[src/design/drive_io_defines.vh]
// Purpose: Offsets, reset values, codes, limits and timing counts of the terminal logic.
// Assumes: A 10 MHz system clock and a 16-bit register bus.
// Notes:   Frequencies are in units of 0.01 Hz.
`ifndef DRIVE_IO_DEFINES_VH
`define DRIVE_IO_DEFINES_VH

// =====================================================================
// Register offsets
`define REG_OUTPUT_TYPE_SELECT       4'h0
`define REG_RELAY_FUNCTION_SELECT    4'h1
`define REG_FIRST_OUTPUT_FUNCTION    4'h2
`define REG_SECOND_OUTPUT_FUNCTION   4'h3
`define REG_CHAR_FREQ_ONE            4'h4
`define REG_CHAR_FREQ_TWO            4'h5
`define REG_CHAR_FREQ_WIDTH          4'h6
`define REG_CHAR_CURRENT_LEVEL       4'h7
`define REG_CHAR_CURRENT_WIDTH       4'h8
`define REG_FREQ_ARRIVAL_THRESHOLD   4'h9
`define REG_INPUT_ONE_FUNCTION       4'ha
`define REG_INPUT_TWO_FUNCTION       4'hb
`define REG_INPUT_THREE_FUNCTION     4'hc
`define REG_PULSE_PERIOD             4'hd
`define REG_TERMINAL_STATUS          4'he

// =====================================================================
// Reset values
`define RST_OUTPUT_TYPE              16'h0000
`define RST_CHAR_FREQ_ONE            16'h03e8
`define RST_CHAR_FREQ_TWO            16'h1388
`define RST_CHAR_FREQ_WIDTH          16'h0032
`define RST_CHAR_CURRENT_WIDTH       16'h000a
`define RST_FREQ_ARRIVAL_THRESHOLD   16'h0000
`define RST_INPUT_ONE_FUNCTION       16'h000b
`define RST_INPUT_TWO_FUNCTION       16'h0009
`define RST_INPUT_THREE_FUNCTION     16'h000f
`define RST_OUTPUT_FUNCTION          16'h0000
`define RST_PULSE_PERIOD             16'h00c8

// =====================================================================
// Codes and limits
`define OUT_TYPE_LEVEL               1'b0
`define OUT_TYPE_PULSE               1'b1
`define FN_CHAR_FREQ_ONE             16'h0002
`define FN_CHAR_FREQ_TWO             16'h0003
`define FN_FREQ_ARRIVAL              16'h000f
`define FN_CHAR_CURRENT              16'h0011
`define IN_FN_NONE                   16'h0000
`define IN_FN_RUN                    16'h0001
`define IN_FN_STOP                   16'h0002
`define MAX_WIDTH_PCT                16'h0064
`define MAX_CURRENT_LEVEL            16'h1388
`define MAX_ARRIVAL_THRESHOLD        16'h01f4

// =====================================================================
// Timing
`define CLK_FREQ_HZ                  10000000
`define PULSE_MAX_HZ                 50000
`define PULSE_MIN_PERIOD             (`CLK_FREQ_HZ / `PULSE_MAX_HZ)
`define PULSE_PERIOD_FLOOR           16'h00c8

`endif

[src/design/drive_io_threshold_logic.v]
// Purpose: Programmable terminal logic: output type, characteristic frequency and
//          current comparators, frequency arrival and digital input decoding.
// Assumes: Quantities from the control core arrive on the system clock; terminal
//          inputs are asynchronous pins.
// Notes:   Frequencies in 0.01 Hz units, current in whole units.
//
// Our own choices: the address-and-strobe port and the placing of the registers.
`timescale 1ns/100ps
`include "drive_io_defines.vh"

module drive_io_threshold_logic #(
   parameter W           = 16,
   parameter RATED_CURRENT = 16'h0064
) (
   input  wire         i_clk_sys,
   input  wire         i_reset_n,
   input  wire [3:0]   i_addr,
   input  wire [15:0]  i_wdata,
   input  wire         i_wr,
   input  wire         i_rd,
   output reg  [15:0]  o_rdata,
   input  wire [W-1:0] i_run_freq,
   input  wire [W-1:0] i_target_freq,
   input  wire [W-1:0] i_out_current,
   input  wire         i_digital_input_one,
   input  wire         i_digital_input_two,
   input  wire         i_digital_input_three,
   output reg          o_first_digital_output,
   output reg          o_second_digital_output,
   output reg          o_relay_output,
   output reg          o_run_cmd,
   output reg          o_stop_cmd
);

   // =====================================================================
   // Configuration registers and internal state
   reg         output_type_q;
   reg  [15:0] relay_fn_q;
   reg  [15:0] out1_fn_q;
   reg  [15:0] out2_fn_q;
   reg  [15:0] char_freq_one_q;
   reg  [15:0] char_freq_two_q;
   reg  [6:0]  char_freq_width_q;
   reg  [15:0] char_current_level_q;
   reg  [6:0]  char_current_width_q;
   reg  [15:0] arrival_thr_q;
   reg  [15:0] in_fn_q [0:2];
   reg  [15:0] pulse_period_q;
   reg  [15:0] pulse_cnt_q;
   reg         pulse_q;
   reg         arrival_q;
   reg  [2:0]  sync1_q;
   reg  [2:0]  sync2_q;
   reg  [2:0]  sync3_q;
   reg  [2:0]  din_q;
   wire        freq_one_on;
   wire        freq_two_on;
   wire        current_on;
   wire [W-1:0] arrival_low;
   wire [2:0]  din_raw;
   reg         run_d;
   reg         stop_d;
   integer     k;
   integer     j;

   // Clamp a percentage setting to its legal range.
   function [6:0] clamp_pct;
      input [15:0] v;
      begin
         clamp_pct = (v > `MAX_WIDTH_PCT) ? 7'h64 : v[6:0];
      end
   endfunction

   // Map an output function code onto the terminal level.
   function fn_level;
      input [15:0] fn;
      input        f1;
      input        f2;
      input        cur;
      input        arr;
      begin
         case (fn)
            `FN_CHAR_FREQ_ONE: fn_level = f1;
            `FN_CHAR_FREQ_TWO: fn_level = f2;
            `FN_CHAR_CURRENT:  fn_level = cur;
            `FN_FREQ_ARRIVAL:  fn_level = arr;
            default:           fn_level = 1'b0;
         endcase
      end
   endfunction

   // =====================================================================
   // Register writes. Out-of-range values are clamped rather than refused.
   always @(posedge i_clk_sys or negedge i_reset_n) begin
      if (!i_reset_n) begin
         output_type_q        <= `OUT_TYPE_LEVEL;
         relay_fn_q           <= `RST_OUTPUT_FUNCTION;
         out1_fn_q            <= `RST_OUTPUT_FUNCTION;
         out2_fn_q            <= `RST_OUTPUT_FUNCTION;
         char_freq_one_q      <= `RST_CHAR_FREQ_ONE;
         char_freq_two_q      <= `RST_CHAR_FREQ_TWO;
         char_freq_width_q    <= 7'h32;
         char_current_level_q <= RATED_CURRENT;
         char_current_width_q <= 7'h0a;
         arrival_thr_q        <= `RST_FREQ_ARRIVAL_THRESHOLD;
         in_fn_q[0]           <= `RST_INPUT_ONE_FUNCTION;
         in_fn_q[1]           <= `RST_INPUT_TWO_FUNCTION;
         in_fn_q[2]           <= `RST_INPUT_THREE_FUNCTION;
         pulse_period_q       <= `RST_PULSE_PERIOD;
      end else if (i_wr) begin
         case (i_addr)
            `REG_OUTPUT_TYPE_SELECT:     output_type_q <= i_wdata[0];
            `REG_RELAY_FUNCTION_SELECT:  relay_fn_q <= i_wdata;
            `REG_FIRST_OUTPUT_FUNCTION:  out1_fn_q <= i_wdata;
            `REG_SECOND_OUTPUT_FUNCTION: out2_fn_q <= i_wdata;
            `REG_CHAR_FREQ_ONE:          char_freq_one_q <= i_wdata;
            `REG_CHAR_FREQ_TWO:          char_freq_two_q <= i_wdata;
            `REG_CHAR_FREQ_WIDTH:        char_freq_width_q <= clamp_pct(i_wdata);
            `REG_CHAR_CURRENT_LEVEL: begin
               char_current_level_q <= (i_wdata > `MAX_CURRENT_LEVEL) ?
                                       `MAX_CURRENT_LEVEL : i_wdata;
            end
            `REG_CHAR_CURRENT_WIDTH:     char_current_width_q <= clamp_pct(i_wdata);
            `REG_FREQ_ARRIVAL_THRESHOLD: begin
               arrival_thr_q <= (i_wdata > `MAX_ARRIVAL_THRESHOLD) ?
                                `MAX_ARRIVAL_THRESHOLD : i_wdata;
            end
            `REG_INPUT_ONE_FUNCTION:     in_fn_q[0] <= i_wdata;
            `REG_INPUT_TWO_FUNCTION:     in_fn_q[1] <= i_wdata;
            `REG_INPUT_THREE_FUNCTION:   in_fn_q[2] <= i_wdata;
            `REG_PULSE_PERIOD: begin
               // Periods shorter than the minimum would exceed the pulse ceiling.
               pulse_period_q <= (i_wdata < `PULSE_MIN_PERIOD) ?
                                 `PULSE_PERIOD_FLOOR : i_wdata;
            end
            default: ;
         endcase
      end
   end

   // =====================================================================
   // Register reads; unmapped addresses read as zero.
   always @(posedge i_clk_sys or negedge i_reset_n) begin
      if (!i_reset_n) begin
         o_rdata <= 16'h0000;
      end else if (i_rd) begin
         case (i_addr)
            `REG_OUTPUT_TYPE_SELECT:     o_rdata <= {15'h0000, output_type_q};
            `REG_RELAY_FUNCTION_SELECT:  o_rdata <= relay_fn_q;
            `REG_FIRST_OUTPUT_FUNCTION:  o_rdata <= out1_fn_q;
            `REG_SECOND_OUTPUT_FUNCTION: o_rdata <= out2_fn_q;
            `REG_CHAR_FREQ_ONE:          o_rdata <= char_freq_one_q;
            `REG_CHAR_FREQ_TWO:          o_rdata <= char_freq_two_q;
            `REG_CHAR_FREQ_WIDTH:        o_rdata <= {9'h000, char_freq_width_q};
            `REG_CHAR_CURRENT_LEVEL:     o_rdata <= char_current_level_q;
            `REG_CHAR_CURRENT_WIDTH:     o_rdata <= {9'h000, char_current_width_q};
            `REG_FREQ_ARRIVAL_THRESHOLD: o_rdata <= arrival_thr_q;
            `REG_INPUT_ONE_FUNCTION:     o_rdata <= in_fn_q[0];
            `REG_INPUT_TWO_FUNCTION:     o_rdata <= in_fn_q[1];
            `REG_INPUT_THREE_FUNCTION:   o_rdata <= in_fn_q[2];
            `REG_PULSE_PERIOD:           o_rdata <= pulse_period_q;
            `REG_TERMINAL_STATUS: begin
               o_rdata <= {7'h00, din_q, freq_one_on, freq_two_on, current_on,
                           arrival_q, o_relay_output, o_first_digital_output};
            end
            default:                     o_rdata <= 16'h0000;
         endcase
      end else begin
         o_rdata <= 16'h0000;
      end
   end

   // =====================================================================
   // Comparators. Both frequency comparators share the one width setting.
   hyst_compare #(.W(W)) u_freq_one (
      .i_clk_sys   (i_clk_sys),
      .i_reset_n   (i_reset_n),
      .i_enable    (1'b1),
      .i_value     (i_run_freq),
      .i_level     (char_freq_one_q[W-1:0]),
      .i_width_pct (char_freq_width_q),
      .o_on        (freq_one_on)
   );

   hyst_compare #(.W(W)) u_freq_two (
      .i_clk_sys   (i_clk_sys),
      .i_reset_n   (i_reset_n),
      .i_enable    (1'b1),
      .i_value     (i_run_freq),
      .i_level     (char_freq_two_q[W-1:0]),
      .i_width_pct (char_freq_width_q),
      .o_on        (freq_two_on)
   );

   hyst_compare #(.W(W)) u_current (
      .i_clk_sys   (i_clk_sys),
      .i_reset_n   (i_reset_n),
      .i_enable    (1'b1),
      .i_value     (i_out_current),
      .i_level     (char_current_level_q[W-1:0]),
      .i_width_pct (char_current_width_q),
      .o_on        (current_on)
   );

   // Arrival band floors at zero so a threshold above target cannot wrap.
   assign arrival_low = (i_target_freq > arrival_thr_q[W-1:0]) ?
                        (i_target_freq - arrival_thr_q[W-1:0]) : {W{1'b0}};

   // On at target minus threshold; off once running frequency reaches target.
   always @(posedge i_clk_sys or negedge i_reset_n) begin
      if (!i_reset_n) begin
         arrival_q <= 1'b0;
      end else if (i_run_freq >= i_target_freq) begin
         arrival_q <= 1'b0;
      end else if (i_run_freq >= arrival_low) begin
         arrival_q <= 1'b1;
      end
   end

   // =====================================================================
   // Pulse generator, half a period high and half low.
   always @(posedge i_clk_sys or negedge i_reset_n) begin
      if (!i_reset_n) begin
         pulse_cnt_q <= 16'h0000;
         pulse_q     <= 1'b0;
      end else if (output_type_q != `OUT_TYPE_PULSE) begin
         pulse_cnt_q <= 16'h0000;
         pulse_q     <= 1'b0;
      end else if (pulse_cnt_q >= {1'b0, pulse_period_q[15:1]} - 16'h0001) begin
         pulse_cnt_q <= 16'h0000;
         pulse_q     <= ~pulse_q;
      end else begin
         pulse_cnt_q <= pulse_cnt_q + 16'h0001;
      end
   end

   // Terminal outputs, registered from the function map; in pulse mode the first output takes the pulse generator instead.
   always @(posedge i_clk_sys or negedge i_reset_n) begin
      if (!i_reset_n) begin
         o_first_digital_output  <= 1'b0;
         o_second_digital_output <= 1'b0;
         o_relay_output          <= 1'b0;
      end else begin
         if (output_type_q == `OUT_TYPE_PULSE) begin
            o_first_digital_output <= pulse_q;
         end else begin
            o_first_digital_output <= fn_level(out1_fn_q, freq_one_on, freq_two_on,
                                               current_on, arrival_q);
         end
         o_second_digital_output <= fn_level(out2_fn_q, freq_one_on, freq_two_on,
                                             current_on, arrival_q);
         o_relay_output <= fn_level(relay_fn_q, freq_one_on, freq_two_on,
                                    current_on, arrival_q);
      end
   end

   // =====================================================================
   // Digital inputs: three flops, a change counts once stages two and three agree.
   assign din_raw = {i_digital_input_three, i_digital_input_two, i_digital_input_one};

   always @(posedge i_clk_sys or negedge i_reset_n) begin
      if (!i_reset_n) begin
         sync1_q <= 3'b000;
         sync2_q <= 3'b000;
         sync3_q <= 3'b000;
         din_q   <= 3'b000;
      end else begin
         sync1_q <= din_raw;
         sync2_q <= sync1_q;
         sync3_q <= sync2_q;
         for (k = 0; k < 3; k = k + 1) begin
            if (sync2_q[k] == sync3_q[k]) begin
               din_q[k] <= sync3_q[k];
            end
         end
      end
   end

   // Decode the input functions; other codes are outside this block.
   always @* begin
      run_d  = 1'b0;
      stop_d = 1'b0;
      for (j = 0; j < 3; j = j + 1) begin
         if (din_q[j] && (in_fn_q[j] == `IN_FN_RUN)) begin
            run_d = 1'b1;
         end
         if (din_q[j] && (in_fn_q[j] == `IN_FN_STOP)) begin
            stop_d = 1'b1;
         end
      end
   end

   always @(posedge i_clk_sys or negedge i_reset_n) begin
      if (!i_reset_n) begin
         o_run_cmd  <= 1'b0;
         o_stop_cmd <= 1'b0;
      end else begin
         o_run_cmd  <= run_d;
         o_stop_cmd <= stop_d;
      end
   end

endmodule // drive_io_threshold_logic

[src/design/hyst_compare.v]
// Purpose: Hysteresis comparator with a percentage band below the ON level.
// Assumes: Unsigned quantities and a width percentage of at most 100.
// Notes:   The OFF level is computed each cycle from the current settings.
`timescale 1ns/100ps

// =====================================================================
// Hysteresis comparator
module hyst_compare #(
   parameter W = 16
) (
   input  wire         i_clk_sys,
   input  wire         i_reset_n,
   input  wire         i_enable,
   input  wire [W-1:0] i_value,
   input  wire [W-1:0] i_level,
   input  wire [6:0]   i_width_pct,
   output reg          o_on
);

   wire [W+6:0] band_prod;
   wire [W+6:0] band_full;
   wire [W-1:0] band;
   wire [W-1:0] off_level;

   // The band is level times percent over one hundred, rounded down.
   assign band_prod = i_level * i_width_pct;
   // The quotient never exceeds the level, so the upper bits are zero.
   assign band_full = band_prod / 7'h64;
   assign band      = band_full[W-1:0];
   assign off_level = i_level - band;

   // Above the level turns on, below the OFF level turns off, else hold.
   always @(posedge i_clk_sys or negedge i_reset_n) begin
      if (!i_reset_n) begin
         o_on <= 1'b0;
      end else if (!i_enable) begin
         o_on <= 1'b0;
      end else if (i_value > i_level) begin
         o_on <= 1'b1;
      end else if (i_value < off_level) begin
         o_on <= 1'b0;
      end
   end

endmodule // hyst_compare

[config.mk]
export PLATFORM = sky130hd
export DESIGN_NAME = drive_io_threshold_logic
export DESIGN_NICKNAME = d
export VERILOG_FILES = /design/src/design/drive_io_threshold_logic.v /design/src/design/hyst_compare.v
export VERILOG_INCLUDE_DIRS = /design/src /design/src/design
export SDC_FILE = /design/constraint.sdc
export NUM_CORES = 2
export LEC_CHECK = 0
export BUFFER_PORTS_ARGS = -buffer_cell sky130_fd_sc_hd__buf_2
export CORE_UTILIZATION = 55
export DETAILED_ROUTE_END_ITERATION = 8
export GPL_TIMING_DRIVEN = 0
export PLACE_DENSITY_LB_ADDON = 0.05
export SKIP_LAST_GASP = 1
export SLEW_MARGIN = 10
export SYNTH_ARGS = -nofsm -noshare
export SYNTH_HDL_FRONTEND = slang
export SYNTH_HIERARCHICAL = 1
export SYNTH_SLANG_ARGS = --single-unit
[constraint.sdc]
create_clock -name i_clk_sys -period 18.3 [get_ports i_clk_sys]
set_input_delay 2.745 -clock i_clk_sys [delete_from_list [all_inputs] [get_ports i_clk_sys]]
set_output_delay 2.745 -clock i_clk_sys [all_outputs]
set_load 0.02 [all_outputs]
# == Word-level counts from Yosys, hierarchy flattened ==
# Cells that the tools add are included.
# totals
ff_bits,245
input_bits,75
# op_classes
n_reduce_logical,25
n_addsub,6
n_div,3
multipliers,3
bitwise_logic,1
magnitude_cmp,14
muxes,29
n_eq_ne,36
# op_table
operator,n
16-bit case mux with 15 select lines,1
16-bit by 2-bit equality test with 1-bit output (second input constant),9
16-bit 2-to-1 mux,7
23-bit by 7-bit divider with 23-bit output (second input constant),3
16-bit by 7-bit multiplier with 23-bit output,3
16-bit greater-than comparator,4
16-bit subtractor,4
16-bit by 1-bit equality test with 1-bit output (second input constant),3
16-bit by 4-bit equality test with 1-bit output (second input constant),3
16-bit by 5-bit equality test with 1-bit output (second input constant),3
16-bit >= comparator,3
16-bit less-than comparator,3
4-bit equality test (second input constant),7
2-bit AND reduction,14
1-bit 2-to-1 mux,17
16-bit by 1-bit adder with 16-bit output (second input constant),1
4-bit by 3-bit equality test with 1-bit output (second input constant),4
16-bit by 13-bit greater-than comparator with 1-bit output (second input constant),1
16-bit by 7-bit greater-than comparator with 1-bit output (second input constant),1
16-bit by 9-bit greater-than comparator with 1-bit output (second input constant),1
16-bit by 8-bit less-than comparator with 1-bit output (second input constant),1
15-bit by 1-bit subtractor with 16-bit output (second input constant),1
1-bit case mux with 4 select lines,3
4-bit by 2-bit equality test with 1-bit output (second input constant),2
other kinds (8),18

# == Depth between registers and ports, before layout ==
# depth
depth_word,6
mapped_depth,85
depth_no_buf,78

# == Modules after synthesis ==
# The synthesis kept the hierarchy.
# modules_own_cells
mod,area_per_inst_um2,n_inst,seq_area_each_um2,cells_each
hyst_compare (u_current ...),8778.4,2,25.0,1142
drive_io_threshold_logic,12836.1,1,6094.6,1194
hyst_compare (u_freq_one),8730.9,1,25.0,1157

# == Worst setup path before layout ==
# Ideal clock, no wire load.
# synth_path
kind,reg2reg
start,register char_freq_width_q[1]
end,register u_freq_one.o_on
n_path_buf,5
t_arrival_ns,15.937
required_ns,18.171
stages_incl_launch_ff,79
setup_ns,0.129
synth_period_minus_slack_ns,16.066
slack_ns,2.234
path_cell_list,dfstp_2 -> clkbuf_1 -> nand2_1 -> fa_1 -> inv_1 -> fa_1 -> fa_1 -> inv_1 -> fa_1 -> inv_1 -> ha_1 -> buf_2 -> nand2_1 -> o21ai_1 -> or2_4 -> or3_4 -> o311ai_4 -> nor3_2 -> (+43 left out) -> a21o_1 -> a21o_1 -> a21o_1 -> nand2_1 -> a21oi_1 -> o21ai_0 -> a21oi_1 -> o21ai_0 -> nand2b_1 -> xnor2_1 -> ha_1 -> nor2b_1 -> o21ai_0 -> nand2b_1 -> a21oi_1 -> nor2b_1 -> o21ai_0 -> a21boi_0
# synth_between
elab_chain_cells,5
# synth_lines
item,line,text
start: declaration,drive_io_threshold_logic.v:43,reg [6:0] char_freq_width_q;
start signal: assignment,drive_io_threshold_logic.v:118,`REG_CHAR_FREQ_WIDTH: char_freq_width_q <= clamp_pct(i_wdata);
16-bit by 7-bit multiplier with 23-bit output,hyst_compare.v:26,assign band_prod = i_level * i_width_pct;
23-bit by 7-bit divider with 23-bit output,hyst_compare.v:28,assign band_full = band_prod / 7'h64;
16-bit subtractor,hyst_compare.v:30,assign off_level = i_level - band;
16-bit less-than comparator,hyst_compare.v:40,end else if (i_value < off_level) begin
2-bit nonzero test (no source line),-,
end signal: assignment,hyst_compare.v:35,o_on <= 1'b0;
end signal: assignment,hyst_compare.v:39,o_on <= 1'b1;
end signal: assignment,hyst_compare.v:41,o_on <= 1'b0;
end: declaration,hyst_compare.v:17,output reg o_on
# Every way passes these cells.
# A chain may end at the register's enable or synchronous reset.

# == Final worst setup path ==
# layout_path
start,register char_freq_width_q[5]
end,register u_freq_one.o_on
# The elaborated chain is that of the path after synthesis.

==> metrics list <==
- The run finished with clean final reports.
- For the pin with the worst max-slew slack, the measured transition is about 1.2 ns.
* Number of vias after detailed routing: 37.57k
- By area, the combinational part of the netlist is dominated by compound AO/OA/AOI/OAI gates.
- Clock tree synthesis inserted a total of 26 buffers.
* Largest net degree at the start of global routing: 107
- Most frequent standard cell in the layout excluding fill and tap cells: sky130_fd_sc_hd__nand2_1
- Count of filler cells inserted in the layout: 6149
- In this run, synthesis inferred 0 flip-flops with an integrated enable.
* Final Slew Violations: 0
- Hold Violations, Final: 0
* Count of state elements after synthesis: 245
- Sequential cell area: roughly 0.0062 mm²
- PortBufs: 89
* Via count of the first global-routing pass: 34.07k
- Critical path arrival: 18.28 ns
* Number of clock sinks: 245
- Period utilisation layout: 0.9757
- Post-Synthesis Cells: 4635
- In this run the remaining antenna-violating nets after routing total 0.
- The number of antenna violations at the first check in global routing is 1.
* Area grow syn2layout: 13.91%
- Die boundary height: 268.7 µm
- Routed length per placed instance: 21.75 µm
- Hold buffers post-CTS: 0
- TritonCTS built the clock tree.
* Async set-or-reset flop fraction in the synthesized netlist: 1.000
- Die outline area: 0.07221 mm²
* Residual DRC count: 0
- The pre-antenna-repair detailed-routing pass consisted of 9 iterations.
* Post-synthesis adder-cell area fraction: 0.2149
* Number of buffers between clock root and the deepest sink: 3
* Top cells by area, synth: sky130_fd_sc_hd__dfrtp_1, sky130_fd_sc_hd__fa_1, sky130_fd_sc_hd__ha_1
* H-Tree Level Count: 1
- For this run, the register share of the synthesized area comes to 0.1577.
- Top FF cell, synth: sky130_fd_sc_hd__dfrtp_1
* Max Cap Viol: 0
* Area of combinational cells with multiple inputs: 0.03261 mm²
- Number of setup violations in the final report: 0
- The worst setup path is of the flop to flop kind.
- Peak fanout along the critical path: 10
* Tot GR Track Use: 0.3342
- Count of boundary I/O pins: 96
- In this run the clock root is driven by a sky130_fd_sc_hd__clkbuf_16.
- Unrepaired setup endpoints after global routing: true
- Nets@finish: 5479
* Xor/xnor share of the synthesized area: 0.04266
- Routability-driven placement finished with a final weighted congestion of 1.005.
- Rel. slew slack: 0.2260
* Sort of element at the start of the critical path: flop
- 1st-iter DRT viols: 3601
- Once layout is done, the placed cells without fillers occupy roughly 0.045 mm².
- In the routed layout, each cell is associated on average with a via count of 6.448.
- Of the total synthesized cell area, the portion taken by AND, OR, NAND and NOR gates is 0.2162.
- Worst hold slack: 0.3507 ns
- For this configuration, the core starts out at a cell density of 0.5577.
* Highest achievable clock rate: ~56 MHz
* Mapped Area: 0.03912 mm²
* CTS clock-pin slew for the worst setup and hold paths: 0.07 ns
- Largest delay share family, worst path: compound AO/OA/AOI/OAI gates
- After legalization and detailed placement, the total HPWL measured 95.43 mm.
* Post-synthesis compound-gate area fraction: 0.2562
- The largest individual stage delay along the critical path comes from the cell sky130_fd_sc_hd__dfstp_4.
* Distinct cells, synth: between 150 and 200
* Share of the synthesized area in the top cell type: 0.1369
- Dominant cell type by area after synthesis: sky130_fd_sc_hd__dfrtp_1
- Global-route wire length before repair: approximately 190 mm
- Commonest cells after routing, fill and taps aside: sky130_fd_sc_hd__nand2_1, sky130_fd_sc_hd__inv_1, sky130_fd_sc_hd__ha_1
* Largest incremental delay on the critical path: 0.70 ns
- Post-route minimum period: ~18 ns
- On the final layout, the worst clock skew is approximately 0.018 ns.
- STA puts the critical path data required time at approximately 19 ns.
- The worst hold path belongs to the class flop to flop.
* Placeable Area: 0.07015 mm²
- In this run the mean area of a mapped cell was 8.441 µm².
- In the final layout, the share of cells above drive strength 1 is 0.2061.
* Die span in x: 268.7 µm
- Placement row count: 97
- Sum of overflow across all layers after global routing: 0
- Instance area at placement: about 0.041 mm²
* Multiplexer fraction of the synthesized cell area: 0.05632
- Together, buffers and inverters on the worst path number 7.
- Ys Warns: 6
* Total wire length: around 130 mm
- Kind of end point of the critical path: flop
* Later-pin clock latency in the skew report: between 0.5 and 0.6 ns
state kept, by name, indices dropped and copies added, names as in the netlist, 3 cells and up:
register / cells
in_fn_q: 48
arrival_thr_q: 16
char_current_level_q: 16
char_freq_one_q: 16
char_freq_two_q: 16
o_rdata: 16
out1_fn_q: 16
out2_fn_q: 16
pulse_cnt_q: 16
pulse_period_q: 16
relay_fn_q: 16
char_current_width_q: 7
char_freq_width_q: 7
din_q: 3
sync1_q: 3
sync2_q: 3
sync3_q: 3
cell usage after synthesis (14+ instances only):
cell,number
sky130_fd_sc_hd__a211o_1,29
sky130_fd_sc_hd__a211oi_1,46
sky130_fd_sc_hd__a211oi_2,18
sky130_fd_sc_hd__a21boi_0,15
sky130_fd_sc_hd__a21o_1,81
sky130_fd_sc_hd__a21oi_1,259
sky130_fd_sc_hd__a21oi_2,14
sky130_fd_sc_hd__a221oi_1,34
sky130_fd_sc_hd__a22o_1,26
sky130_fd_sc_hd__a22oi_1,52
sky130_fd_sc_hd__a31oi_1,54
sky130_fd_sc_hd__a32oi_1,14
sky130_fd_sc_hd__and2_1,277
sky130_fd_sc_hd__and3_1,39
sky130_fd_sc_hd__buf_2,44
sky130_fd_sc_hd__buf_6,16
sky130_fd_sc_hd__clkbuf_1,89
sky130_fd_sc_hd__dfrtp_1,214
sky130_fd_sc_hd__dfstp_2,31
sky130_fd_sc_hd__fa_1,211
sky130_fd_sc_hd__ha_1,327
sky130_fd_sc_hd__inv_1,353
sky130_fd_sc_hd__mux2_2,150
sky130_fd_sc_hd__mux2i_1,29
sky130_fd_sc_hd__nand2_1,421
sky130_fd_sc_hd__nand2b_1,74
sky130_fd_sc_hd__nand3_1,125
sky130_fd_sc_hd__nand4_1,55
sky130_fd_sc_hd__nor2_1,266
sky130_fd_sc_hd__nor2b_1,48
sky130_fd_sc_hd__nor3_1,93
sky130_fd_sc_hd__nor4_1,29
sky130_fd_sc_hd__o211a_1,16
sky130_fd_sc_hd__o211ai_1,47
sky130_fd_sc_hd__o21a_1,44
sky130_fd_sc_hd__o21ai_0,180
sky130_fd_sc_hd__o21ai_1,61
sky130_fd_sc_hd__o221ai_1,20
sky130_fd_sc_hd__o22ai_1,18
sky130_fd_sc_hd__o31ai_1,21
sky130_fd_sc_hd__or2_2,15
sky130_fd_sc_hd__or3_1,21
sky130_fd_sc_hd__xnor2_1,119
sky130_fd_sc_hd__xor2_1,66
cell families (layout without fill, tap and decap cells):
group	after synthesis	after routing
flops	245	245
simple gates	1602	1603
mux	194	194
xor+xnor	188	188
compound gates	1333	1335
fa+ha+maj	547	547
buf+inv	525	771
other cells	1	4
final timing paths:
check / from / endpoint / slack (ns) / depth (start not counted)
worst max-delay path: char_freq_width_q[5] / u_freq_one/o_on / 0.44 / 79
worst min-delay path: sync1_q[2] / sync2_q[2] / 0.35 / 0
worst max register to register: char_freq_width_q[5] / u_freq_one/o_on / 0.44 / 79
worst min register to register: sync1_q[2] / sync2_q[2] / 0.35 / 0
max in group asynchronous: i_reset_n / char_freq_two_q[7] / 14.90 / 3
min in group asynchronous: i_reset_n / o_stop_cmd / 2.12 / 1
through the flow:
stage / TNS [ns] / setup WS (ns) / util / std cells
4_1_cts: -0.04371 / -0.04371 / 0.6005 / 5723
6_report: 0 / 0.4443 / 0.6353 / 5827
3_5_place_dp: -1.411 / -1.186 / 0.5819 / 5668
2_1_floorplan: 0 / 2.234 / - / 4637
5_1_grt: -0.5449 / -0.2618 / 0.6353 / 5826
3_3_place_gp: -1.432 / -1.241 / 0.5809 / 5666
per-layer routing:
| layer | global-route usage | up-vias | wire length (µm) |
|---|---|---|---|
| met5 | 0 | - | 0 |
| met4 | 0.07740 | 0 | 3631 |
| met3 | 0.03580 | 222 | 9257 |
| met2 | 0.5189 | 1502 | 56440 |
| met1 | 0.4959 | 18394 | 57410 |
| li1 | - | 17456 | - |
cell type report:
type | instances | share of cell area
timing repair buffer | 199 | 0.03004
multi-input combinational | 3870 | 0.7316
clock buffer | 29 | 0.01553
sequential | 245 | 0.1393
inverter | 362 | 0.03063
tap | 940 | 0.02639
antenna | 1 | 0.00005615
clock inverter | 19 | 0.005784
buffer | 162 | 0.02066
repair_timing:
action	4_1_cts	5_1_grt
setup endpoints to repair	3	3
resized for setup	70	390
gates cloned	0	4
setup buffers	8	99
pin swaps	10	100
Power is not shown: default switching activity piles up to over one toggle a cycle in this logic, so the estimate is an artifact.
